## src/gwt_regs.vh

```
// constants and register map of the gate window timer
`ifndef GWT_REGS_VH
`define GWT_REGS_VH
`define GWT_ADDR_PROG      4'h0
`define GWT_ADDR_STATUS    4'h4
`define GWT_PROG_DIGIT_LSB 0
`define GWT_PROG_CMD_LSB   8
`define GWT_PROG_NEW_BIT   12
`define GWT_CMD_MANT       2'h0
`define GWT_CMD_EXP        2'h1
`define GWT_CMD_RATIO      2'h2
`define GWT_CMD_APPLY      2'h3
`define GWT_RST_MANT       12'h001
`define GWT_RST_EXP        4'h0
`define GWT_RST_RATIO      2'h0
`define GWT_RATIO_MIN      2'h0
`define GWT_RATIO_2TO1     2'h1
`define GWT_RATIO_1TO1     2'h2
`define GWT_RATIO_EXT      2'h3
`define GWT_EXP_MAX        4'h7
`define GWT_CLK_MHZ        50
`define GWT_TICK10_MHZ     10
`define GWT_TICK10_DIV     ((`GWT_CLK_MHZ / `GWT_TICK10_MHZ) - 1)
`define GWT_PRE_DIV        4
`define GWT_RESP_OKAY      2'h0
`define GWT_RESP_SLVERR    2'h2
`endif

```

## src/gwt_bcd_digit.v

```verilog
// one decade of the bcd count chain
`include "gwt_regs.vh"
module gwt_bcd_digit (
	input  wire       clk_i,
	input  wire       reset_n_i,
	input  wire       clear_i,
	input  wire       count_i,
	output reg  [3:0] digit_o,
	output wire       carry_o
);
	assign carry_o = count_i & (digit_o == 4'h9);

	always @(posedge clk_i or negedge reset_n_i)
	begin
		if (!reset_n_i)
			digit_o <= 4'h0;
		else if (clear_i)
			digit_o <= 4'h0;
		else if (count_i)
			digit_o <= (digit_o == 4'h9) ? 4'h0 : digit_o + 4'h1;
	end
endmodule // gwt_bcd_digit

```

## src/gwt_top.v

```verilog
// gate window timer: program registers, bcd count chain and gate sequencer
//
// The register offsets and register access over AXI4-Lite were left to the implementer.
`include "gwt_regs.vh"
module gwt_top (
	input  wire        clk_i,
	input  wire        reset_n_i,
	input  wire [3:0]  s_axi_awaddr_i,
	input  wire        s_axi_awvalid_i,
	output reg         s_axi_awready_o,
	input  wire [31:0] s_axi_wdata_i,
	input  wire [3:0]  s_axi_wstrb_i,
	input  wire        s_axi_wvalid_i,
	output reg         s_axi_wready_o,
	output reg  [1:0]  s_axi_bresp_o,
	output reg         s_axi_bvalid_o,
	input  wire        s_axi_bready_i,
	input  wire [3:0]  s_axi_araddr_i,
	input  wire        s_axi_arvalid_i,
	output reg         s_axi_arready_o,
	output reg  [31:0] s_axi_rdata_o,
	output reg  [1:0]  s_axi_rresp_o,
	output reg         s_axi_rvalid_o,
	input  wire        s_axi_rready_i,
	input  wire        armed_i,
	input  wire        ext_start_i,
	input  wire        ext_stop_i,
	input  wire        transfer_window_i,
	input  wire        system_hold_request_i,
	input  wire        park_both_n_i,
	output reg         gate_n_o,
	output reg         dead_n_o,
	output reg         ratio_carry_o,
	output reg         deadtime_overrun_flag_n_o
);
	localparam ST_ARM  = 2'h0;
	localparam ST_MEAS = 2'h1;
	localparam ST_DEAD = 2'h2;

	reg  [11:0] mant_hold_reg;
	reg  [3:0]  exp_hold_reg;
	reg  [1:0]  ratio_hold_reg;
	reg  [11:0] mant_reg;
	reg  [3:0]  exp_reg;
	reg  [1:0]  ratio_reg;
	reg  [1:0]  state_reg;
	reg  [2:0]  tick10_cnt_reg;
	reg  [2:0]  div5_cnt_reg;
	reg         half_reg;
	reg         ext_started_reg;
	reg         dead_done_reg;
	reg         overrun_reg;
	reg         aw_got_reg;
	reg         w_got_reg;
	reg  [3:0]  aw_addr_reg;
	reg  [31:0] wdata_reg;
	reg  [3:0]  wstrb_reg;
	reg         apply_reg;
	wire        tick10;
	wire        tick2;
	wire        tick1us;
	wire        unit_tick;
	wire        count_freeze_n;
	wire [9:0]  carry;
	wire [9:0]  dig_en;
	wire [39:0] chain;
	wire [7:0]  taps;
	wire [2:0]  tap_sel;
	wire [11:0] mant_eff;
	wire        window_done;
	wire        chain_clear;
	wire        wr_fire;
	wire        rd_fire;
	wire        status_read;
	wire [1:0]  wr_cmd;
	wire [3:0]  wr_digit;
	reg  [1:0]  state_next;

	// 50 mhz down to the 10 mhz count pulse
	assign tick10 = (tick10_cnt_reg == `GWT_TICK10_DIV);
	assign tick2 = tick10 & (div5_cnt_reg == `GWT_PRE_DIV);
	// final halving gives the 1 us unit
	assign tick1us = tick2 & half_reg;

	always @(posedge clk_i or negedge reset_n_i)
	begin
		if (!reset_n_i)
		begin
			tick10_cnt_reg <= 3'h0;
			div5_cnt_reg <= 3'h0;
			half_reg <= 1'b0;
		end
		else
		begin
			tick10_cnt_reg <= tick10 ? 3'h0 : tick10_cnt_reg + 3'h1;
			if (tick10)
				div5_cnt_reg <= (div5_cnt_reg == `GWT_PRE_DIV) ? 3'h0 : div5_cnt_reg + 3'h1;
			if (tick2)
				half_reg <= ~half_reg;
		end
	end

	// chain runs only while a window or a timed dead interval is in progress
	assign count_freeze_n = ((state_reg == ST_MEAS) ||
		((state_reg == ST_DEAD) && (ratio_reg != `GWT_RATIO_EXT) &&
		(ratio_reg != `GWT_RATIO_MIN))) && !system_hold_request_i;
	// in 2:1 the dead phase counts twice as fast, so it lasts half the window
	assign unit_tick = ((state_reg == ST_DEAD) && (ratio_reg == `GWT_RATIO_2TO1)) ?
		tick2 : tick1us;

	// digits 0..6 are the decade scaler, 7..9 the mantissa counter
	assign taps = {carry[6:0], unit_tick & count_freeze_n};
	assign tap_sel = (exp_reg > `GWT_EXP_MAX) ? 3'h7 : exp_reg[2:0];
	assign dig_en[0] = unit_tick & count_freeze_n;
	assign dig_en[7] = taps[tap_sel];

	genvar gi;
	generate
		for (gi = 0; gi < 10; gi = gi + 1)
		begin : g_dig
			if ((gi != 0) && (gi != 7))
			begin : g_casc
				assign dig_en[gi] = carry[gi-1];
			end
			gwt_bcd_digit u_dig (
				.clk_i     (clk_i),
				.reset_n_i (reset_n_i),
				.clear_i   (chain_clear),
				.count_i   (dig_en[gi]),
				.digit_o   (chain[4*gi+3:4*gi]),
				.carry_o   (carry[gi])
			);
		end
	endgenerate

	// a zero mantissa is taken as one unit, the shortest window
	assign mant_eff = (mant_reg == 12'h000) ? 12'h001 : mant_reg;
	assign window_done = count_freeze_n && (chain[39:28] == mant_eff);
	assign chain_clear = apply_reg || window_done || (state_reg == ST_ARM);

	always @*
	begin
		state_next = state_reg;
		case (state_reg)
			ST_ARM:
				if (armed_i && !system_hold_request_i)
					state_next = ST_MEAS;
			ST_MEAS:
				if (window_done)
				begin
					if (ratio_reg == `GWT_RATIO_MIN)
						state_next = ST_ARM;
					else
						state_next = ST_DEAD;
				end
			ST_DEAD:
				if (ratio_reg == `GWT_RATIO_EXT)
				begin
					if (ext_started_reg && ext_stop_i)
						state_next = ST_ARM;
				end
				else if (window_done)
					state_next = ST_ARM;
			default:
				state_next = ST_ARM;
		endcase
		if (system_hold_request_i || apply_reg)
			state_next = ST_ARM;
	end

	assign status_read = rd_fire && (s_axi_araddr_i == `GWT_ADDR_STATUS);

	always @(posedge clk_i or negedge reset_n_i)
	begin
		if (!reset_n_i)
		begin
			state_reg <= ST_ARM;
			ext_started_reg <= 1'b0;
			dead_done_reg <= 1'b0;
			overrun_reg <= 1'b0;
			ratio_carry_o <= 1'b0;
			gate_n_o <= 1'b1;
			dead_n_o <= 1'b1;
			deadtime_overrun_flag_n_o <= 1'b1;
		end
		else
		begin
			state_reg <= state_next;
			if (state_reg != ST_DEAD)
				ext_started_reg <= 1'b0;
			else if (ext_start_i)
				ext_started_reg <= 1'b1;
			if ((ratio_reg == `GWT_RATIO_2TO1) && window_done)
				ratio_carry_o <= ~ratio_carry_o;
			else if (ratio_reg != `GWT_RATIO_2TO1)
				ratio_carry_o <= 1'b0;
			// an interval just ended; partner not armed means real dead is longer
			dead_done_reg <= (state_reg != ST_ARM) && (state_next == ST_ARM) &&
				!system_hold_request_i && !apply_reg;
			// set beats the clear from a status read
			if (dead_done_reg && !armed_i && transfer_window_i)
				overrun_reg <= 1'b1;
			else if (status_read)
				overrun_reg <= 1'b0;
			deadtime_overrun_flag_n_o <= ~((dead_done_reg && !armed_i &&
				transfer_window_i) || (overrun_reg && !status_read));
			if (!park_both_n_i)
			begin
				gate_n_o <= 1'b1;
				dead_n_o <= 1'b1;
			end
			else
			begin
				gate_n_o <= ~(state_next == ST_MEAS);
				dead_n_o <= (state_next == ST_MEAS);
			end
		end
	end

	// axi4-lite write side: address and data taken in either order
	assign wr_fire = aw_got_reg && w_got_reg && !s_axi_bvalid_o;
	assign wr_cmd = wdata_reg[`GWT_PROG_CMD_LSB+1:`GWT_PROG_CMD_LSB];
	assign wr_digit = wdata_reg[`GWT_PROG_DIGIT_LSB+3:`GWT_PROG_DIGIT_LSB];

	always @(posedge clk_i or negedge reset_n_i)
	begin
		if (!reset_n_i)
		begin
			s_axi_awready_o <= 1'b0;
			s_axi_wready_o <= 1'b0;
			s_axi_bvalid_o <= 1'b0;
			s_axi_bresp_o <= `GWT_RESP_OKAY;
			aw_got_reg <= 1'b0;
			w_got_reg <= 1'b0;
			aw_addr_reg <= 4'h0;
			wdata_reg <= 32'h0;
			wstrb_reg <= 4'h0;
			apply_reg <= 1'b0;
			mant_hold_reg <= `GWT_RST_MANT;
			exp_hold_reg <= `GWT_RST_EXP;
			ratio_hold_reg <= `GWT_RST_RATIO;
			mant_reg <= `GWT_RST_MANT;
			exp_reg <= `GWT_RST_EXP;
			ratio_reg <= `GWT_RST_RATIO;
		end
		else
		begin
			apply_reg <= 1'b0;
			s_axi_awready_o <= !aw_got_reg && !s_axi_awready_o && s_axi_awvalid_i;
			s_axi_wready_o <= !w_got_reg && !s_axi_wready_o && s_axi_wvalid_i;
			if (s_axi_awvalid_i && s_axi_awready_o)
			begin
				aw_got_reg <= 1'b1;
				aw_addr_reg <= s_axi_awaddr_i;
			end
			if (s_axi_wvalid_i && s_axi_wready_o)
			begin
				w_got_reg <= 1'b1;
				wdata_reg <= s_axi_wdata_i;
				wstrb_reg <= s_axi_wstrb_i;
			end
			if (s_axi_bvalid_o && s_axi_bready_i)
				s_axi_bvalid_o <= 1'b0;
			if (wr_fire)
			begin
				aw_got_reg <= 1'b0;
				w_got_reg <= 1'b0;
				s_axi_bvalid_o <= 1'b1;
				s_axi_bresp_o <= (aw_addr_reg == `GWT_ADDR_PROG) ?
					`GWT_RESP_OKAY : `GWT_RESP_SLVERR;
				// command and digit share the two low byte lanes
				if ((aw_addr_reg == `GWT_ADDR_PROG) && (wstrb_reg[1:0] == 2'h3))
				begin
					case (wr_cmd)
						`GWT_CMD_MANT:
							if (wdata_reg[`GWT_PROG_NEW_BIT])
								mant_hold_reg <= {8'h00, wr_digit};
							else
								mant_hold_reg <= {mant_hold_reg[7:0], wr_digit};
						`GWT_CMD_EXP:
							exp_hold_reg <= wr_digit;
						`GWT_CMD_RATIO:
							ratio_hold_reg <= wr_digit[1:0];
						`GWT_CMD_APPLY:
						begin
							apply_reg <= 1'b1;
							mant_reg <= mant_hold_reg;
							exp_reg <= exp_hold_reg;
							ratio_reg <= ratio_hold_reg;
						end
						default:
							apply_reg <= 1'b0;
					endcase
				end
			end
		end
	end

	// axi4-lite read side, one read at a time
	assign rd_fire = s_axi_arvalid_i && s_axi_arready_o;

	always @(posedge clk_i or negedge reset_n_i)
	begin
		if (!reset_n_i)
		begin
			s_axi_arready_o <= 1'b0;
			s_axi_rvalid_o <= 1'b0;
			s_axi_rdata_o <= 32'h0;
			s_axi_rresp_o <= `GWT_RESP_OKAY;
		end
		else
		begin
			s_axi_arready_o <= !s_axi_arready_o && !s_axi_rvalid_o && s_axi_arvalid_i;
			if (s_axi_rvalid_o && s_axi_rready_i)
				s_axi_rvalid_o <= 1'b0;
			if (rd_fire)
			begin
				s_axi_rvalid_o <= 1'b1;
				s_axi_rresp_o <= `GWT_RESP_OKAY;
				case (s_axi_araddr_i)
					`GWT_ADDR_PROG:
						s_axi_rdata_o <= {10'h000, ratio_hold_reg, exp_hold_reg, mant_hold_reg,
							ratio_reg, exp_reg[1:0]};
					`GWT_ADDR_STATUS:
						s_axi_rdata_o <= {mant_reg, 8'h00, exp_reg, 3'h0,
							overrun_reg, 2'h0, state_reg};
					default:
					begin
						s_axi_rdata_o <= 32'h0;
						s_axi_rresp_o <= `GWT_RESP_SLVERR;
					end
				endcase
			end
		end
	end
endmodule // gwt_top

```

## config.mk

```make
export PLATFORM = sky130hd
export DESIGN_NAME = gwt_top
export DESIGN_NICKNAME = d
export VERILOG_FILES = /design/src/gwt_bcd_digit.v /design/src/gwt_top.v
export VERILOG_INCLUDE_DIRS = /design/src
export SDC_FILE = /design/constraint.sdc
export NUM_CORES = 1
export LEC_CHECK = 0
export BUFFER_PORTS_ARGS = -buffer_cell sky130_fd_sc_hd__buf_2
export CORE_MARGIN = 2
export CORE_UTILIZATION = 60
export CTS_BUF_LIST = sky130_fd_sc_hd__clkbuf_8
export DETAILED_ROUTE_END_ITERATION = 10
export GPL_TIMING_DRIVEN = 0
export PLACE_DENSITY = 0.92
export SYNTH_ARGS = -nofsm -noshare
export SYNTH_HDL_FRONTEND = slang
export SYNTH_SLANG_ARGS = --single-unit
```

## constraint.sdc

```tcl
create_clock -name clk_i -period 6.9 [get_ports clk_i]
set_input_delay 0.69 -clock clk_i [delete_from_list [all_inputs] [get_ports clk_i]]
set_output_delay 0.69 -clock clk_i [all_outputs]
set_load 0.02 [all_outputs]
```

==> summary.txt <==
Run status
  • Status: completed

Placement
  • Inst Count DP: 851
  • # port buffers: 72
  • Worst slack, placed: 4.12 ns
  • Final HPWL DP: 11.0 mm
  • Placer Congestion: 0.883

Yosys
  • Avg Cell Area, Syn: 10.9 sq um
  • Post-synthesis xor/xnor area fraction: 0.0164
  • Simple-Gate Fraction of Synth Area: 0.157
  • Cells after synthesis: 634
  • Post-synthesis register bit count: 147
  • Main synth FF type: dfrtp_1
  • Ys Warns: 0
  • Asr flop ratio synth: 1.00
  • Post-Syn Area: 0.00694 sq mm
  • Post-synth cell types: 61
  • Post-synthesis mux area share: 0.0959
  • Post-synthesis sequential area ratio: 0.531
  • EDFF count, synth: 0
  • Largest family of logic cells by synthesized area: simple AND/OR/NAND/NOR gates
  • Synth Area in Compound Gates: 0.127
  • Adder-cell share of the synthesized area: 0.0433

CTS
  • H-tree depth: 4
  • Clock tree sinks: 147
  • Clock transition at path regs: 0.08 ns
  • Latest clock arrival within the worst-skew pair: 0.46 ns
  • CTS buffer count: 17
  • Post-CTS Hold Buffers: 0
  • Post-CTS resize count: 0
  • CTS tree: built
  • Postcts setup bufs: 0
  • CTS max path bufs: 2
  • Root buf cell: clkbuf_8

Final layout
  • Final net count: 808
  • Commonest non-fill, non-tap cells in the layout: 142 x dfrtp_1, 73 x buf_2, 56 x nand2_1
  • Synth-to-layout area growth: 13.9%
  • Ratio of cells with drive above 1 in the final layout: 0.231
  • Biggest regs: g_dig.u_dig.digit_o x40, s_axi_rdata_o x32
  • Post-Layout Cell Count: 883
  • Max reg flops: 40
  • Reg with most FFs: g_dig.u_dig.digit_o
  • N_diodes: 0
  • Commonest non-fill, non-tap cell in the layout: dfrtp_1

Floorplanning
  • Ports: 102
  • Initial Utilization: 0.611
  • Chip width: 112 um
  • Total core area: 0.0114 sq mm
  • Row count: 39
  • Die ar.: 0.0124 sq mm
  • DIE HEIGHT: 112 um

STA
  • RSZ-0062 raised after global routing: false
  • Setup ws final: 4.03 ns
  • Hold Violations, Final: 0
  • Fmax: 349 MHz
  • Slew Limit Fails: 0
  • Setup Viol. Count Final: 0
  • Clock Skews: 0.0178 ns
  • Min cycle time layout: 2.87 ns
  • Fin Setup TNS: 0 ns
  • Period Utilization, post-route: 0.416
  • Least-Margin Pin Slew: 0.737 ns
  • Rel. slew slack: 0.508

Power
  • Leak: 0.00376 uW
  • Maximum VDD drop: 0.244 mV
  • Power density cells: 234 mW/mm^2

Critical path
  • Arrival time worst endpoint: 3.16 ns
  • Critical Path Source Type: flip-flop
  • Critical path class: reg2reg
  • Worst-case reg-to-reg path depth: 8
  • R2r endpoint: g_dig[1].u_dig.digit_o[1]
  • R2R Setup Slk: 4.03 ns
  • R2R Path Start: mant_reg[9]
  • Worst Path Max Fanout: 10
  • Crit. End Element: flip-flop
  • Worst endpoint required time: 7.19 ns

GRT
  • GRT Util Overall: 0.265
  • Initial antenna violation count: 0
  • Vias in the first global route: 5498
  • Largest net degree at the start of global routing: 109
  • First-pass GRT wire length: 26.4 mm
  • Grt total ovfl: 0

Detailed routing
  • Initial DRT Pass Iterations: 5
  • Via density: 6.06
  • Iteration-0 DRC Markers: 472
  • Total Wirelength: 15.9 mm
  • Vias: 5355
  • # DRC: 0
  • Number of routed nets with antenna violations: 0
  • Wire per inst: 18.0 um

Run
  • Max Cap Viol: 0

Worst hold path
  • Hold Crit Class: in2async
## Yosys cell counts, types with 9 or more instances
| cell | number | share of area |
|---|---|---|
| dfrtp_1 | 142 | 0.51 |
| nand2_1 | 56 | 0.030 |
| mux2_2 | 44 | 0.071 |
| nor2_1 | 43 | 0.023 |
| o21ai_0 | 43 | 0.031 |
| a21oi_1 | 40 | 0.029 |
| inv_1 | 25 | 0.014 |
| a22o_1 | 24 | 0.030 |
| ha_1 | 24 | 0.043 |
| or3_1 | 20 | 0.018 |
| mux2i_1 | 17 | 0.025 |
| nand3_1 | 16 | 0.012 |
| clkbuf_1 | 15 | 0.0081 |
| or4_1 | 10 | 0.011 |
| xor2_1 | 10 | 0.013 |
| nand2b_1 | 9 | 0.0081 |
## worst max-delay path, stage by stage (launching register included)
cell and delay (ns):
dfrtp_1 0.44, xor2_1 0.19, nor4_1 0.40, nand4b_1 0.18, nor4_2 0.54, or3_1 0.19
clkbuf_1 0.14, buf_1 0.51, a21oi_1 0.12
## cell type report
type                       instances  area, sq um
tap                              143          179
fill                             735         3460
sequential                       147         3680
inverter                          25         93.8
timing repair buffer              73          394
clock inverter                    14          143
clock buffer                      18          248
multi-input combinational        440         3060
buffer                            23          105
## kinds of logic (layout without fill, tap and decap cells)
kind of cell / after synthesis / in the layout
AO/OA/AOI/OAI: 135 / 135
XOR/XNOR: 13 / 13
flip-flops: 147 / 147
other: 1 / 2
adder cells (fa/ha/maj): 24 / 24
AND/OR/NAND/NOR: 205 / 205
buffers and inverters: 48 / 153
multiplexers: 61 / 61
## report_power, final
| group | switching [uW] | total (uW) | internal [uW] |
|---|---|---|---|
| Combinational | 106 | 194 | 87.9 |
| Sequential | 66.2 | 999 | 933 |
| Clock | 355 | 660 | 306 |
## per-layer routing
metal,track usage,share of wire
met1,0.324,0.41
met2,0.462,0.52
met3,0.0528,0.043
met4,0.113,0.026
met5,0,0
## worst max-delay path by stage
stage,to,depth (start not counted),slack (ns),startpoint
6_report,g_dig[1].u_dig.digit_o[1],8,4.03,mant_reg[9]
3_3_place_gp,s_axi_rdata_o[19],1,3.23,reset_n_i
5_1_grt,g_dig[1].u_dig.digit_o[1],8,3.84,mant_reg[3]
4_1_cts,g_dig[1].u_dig.digit_o[1],8,4.04,mant_reg[1]
2_1_floorplan,g_dig[9].u_dig.digit_o[2],9,4.53,tick10_cnt_reg[0]
3_5_place_dp,g_dig[6].u_dig.digit_o[1],8,4.12,system_hold_request_i
## through the flow
step                utilization  power [uW]  hold slack (ns)  area, sq um
floorplan                     -        1120            0.394         6950
global placement          0.658        1180            0.438         7480
detailed placement        0.661        1200            0.447         7520
CTS                       0.696        1850            0.140         7910
global route              0.696        1920            0.149         7910
finish                    0.696        1850            0.134         7910
No activity file was read; power rests on OpenSTA's default activity.
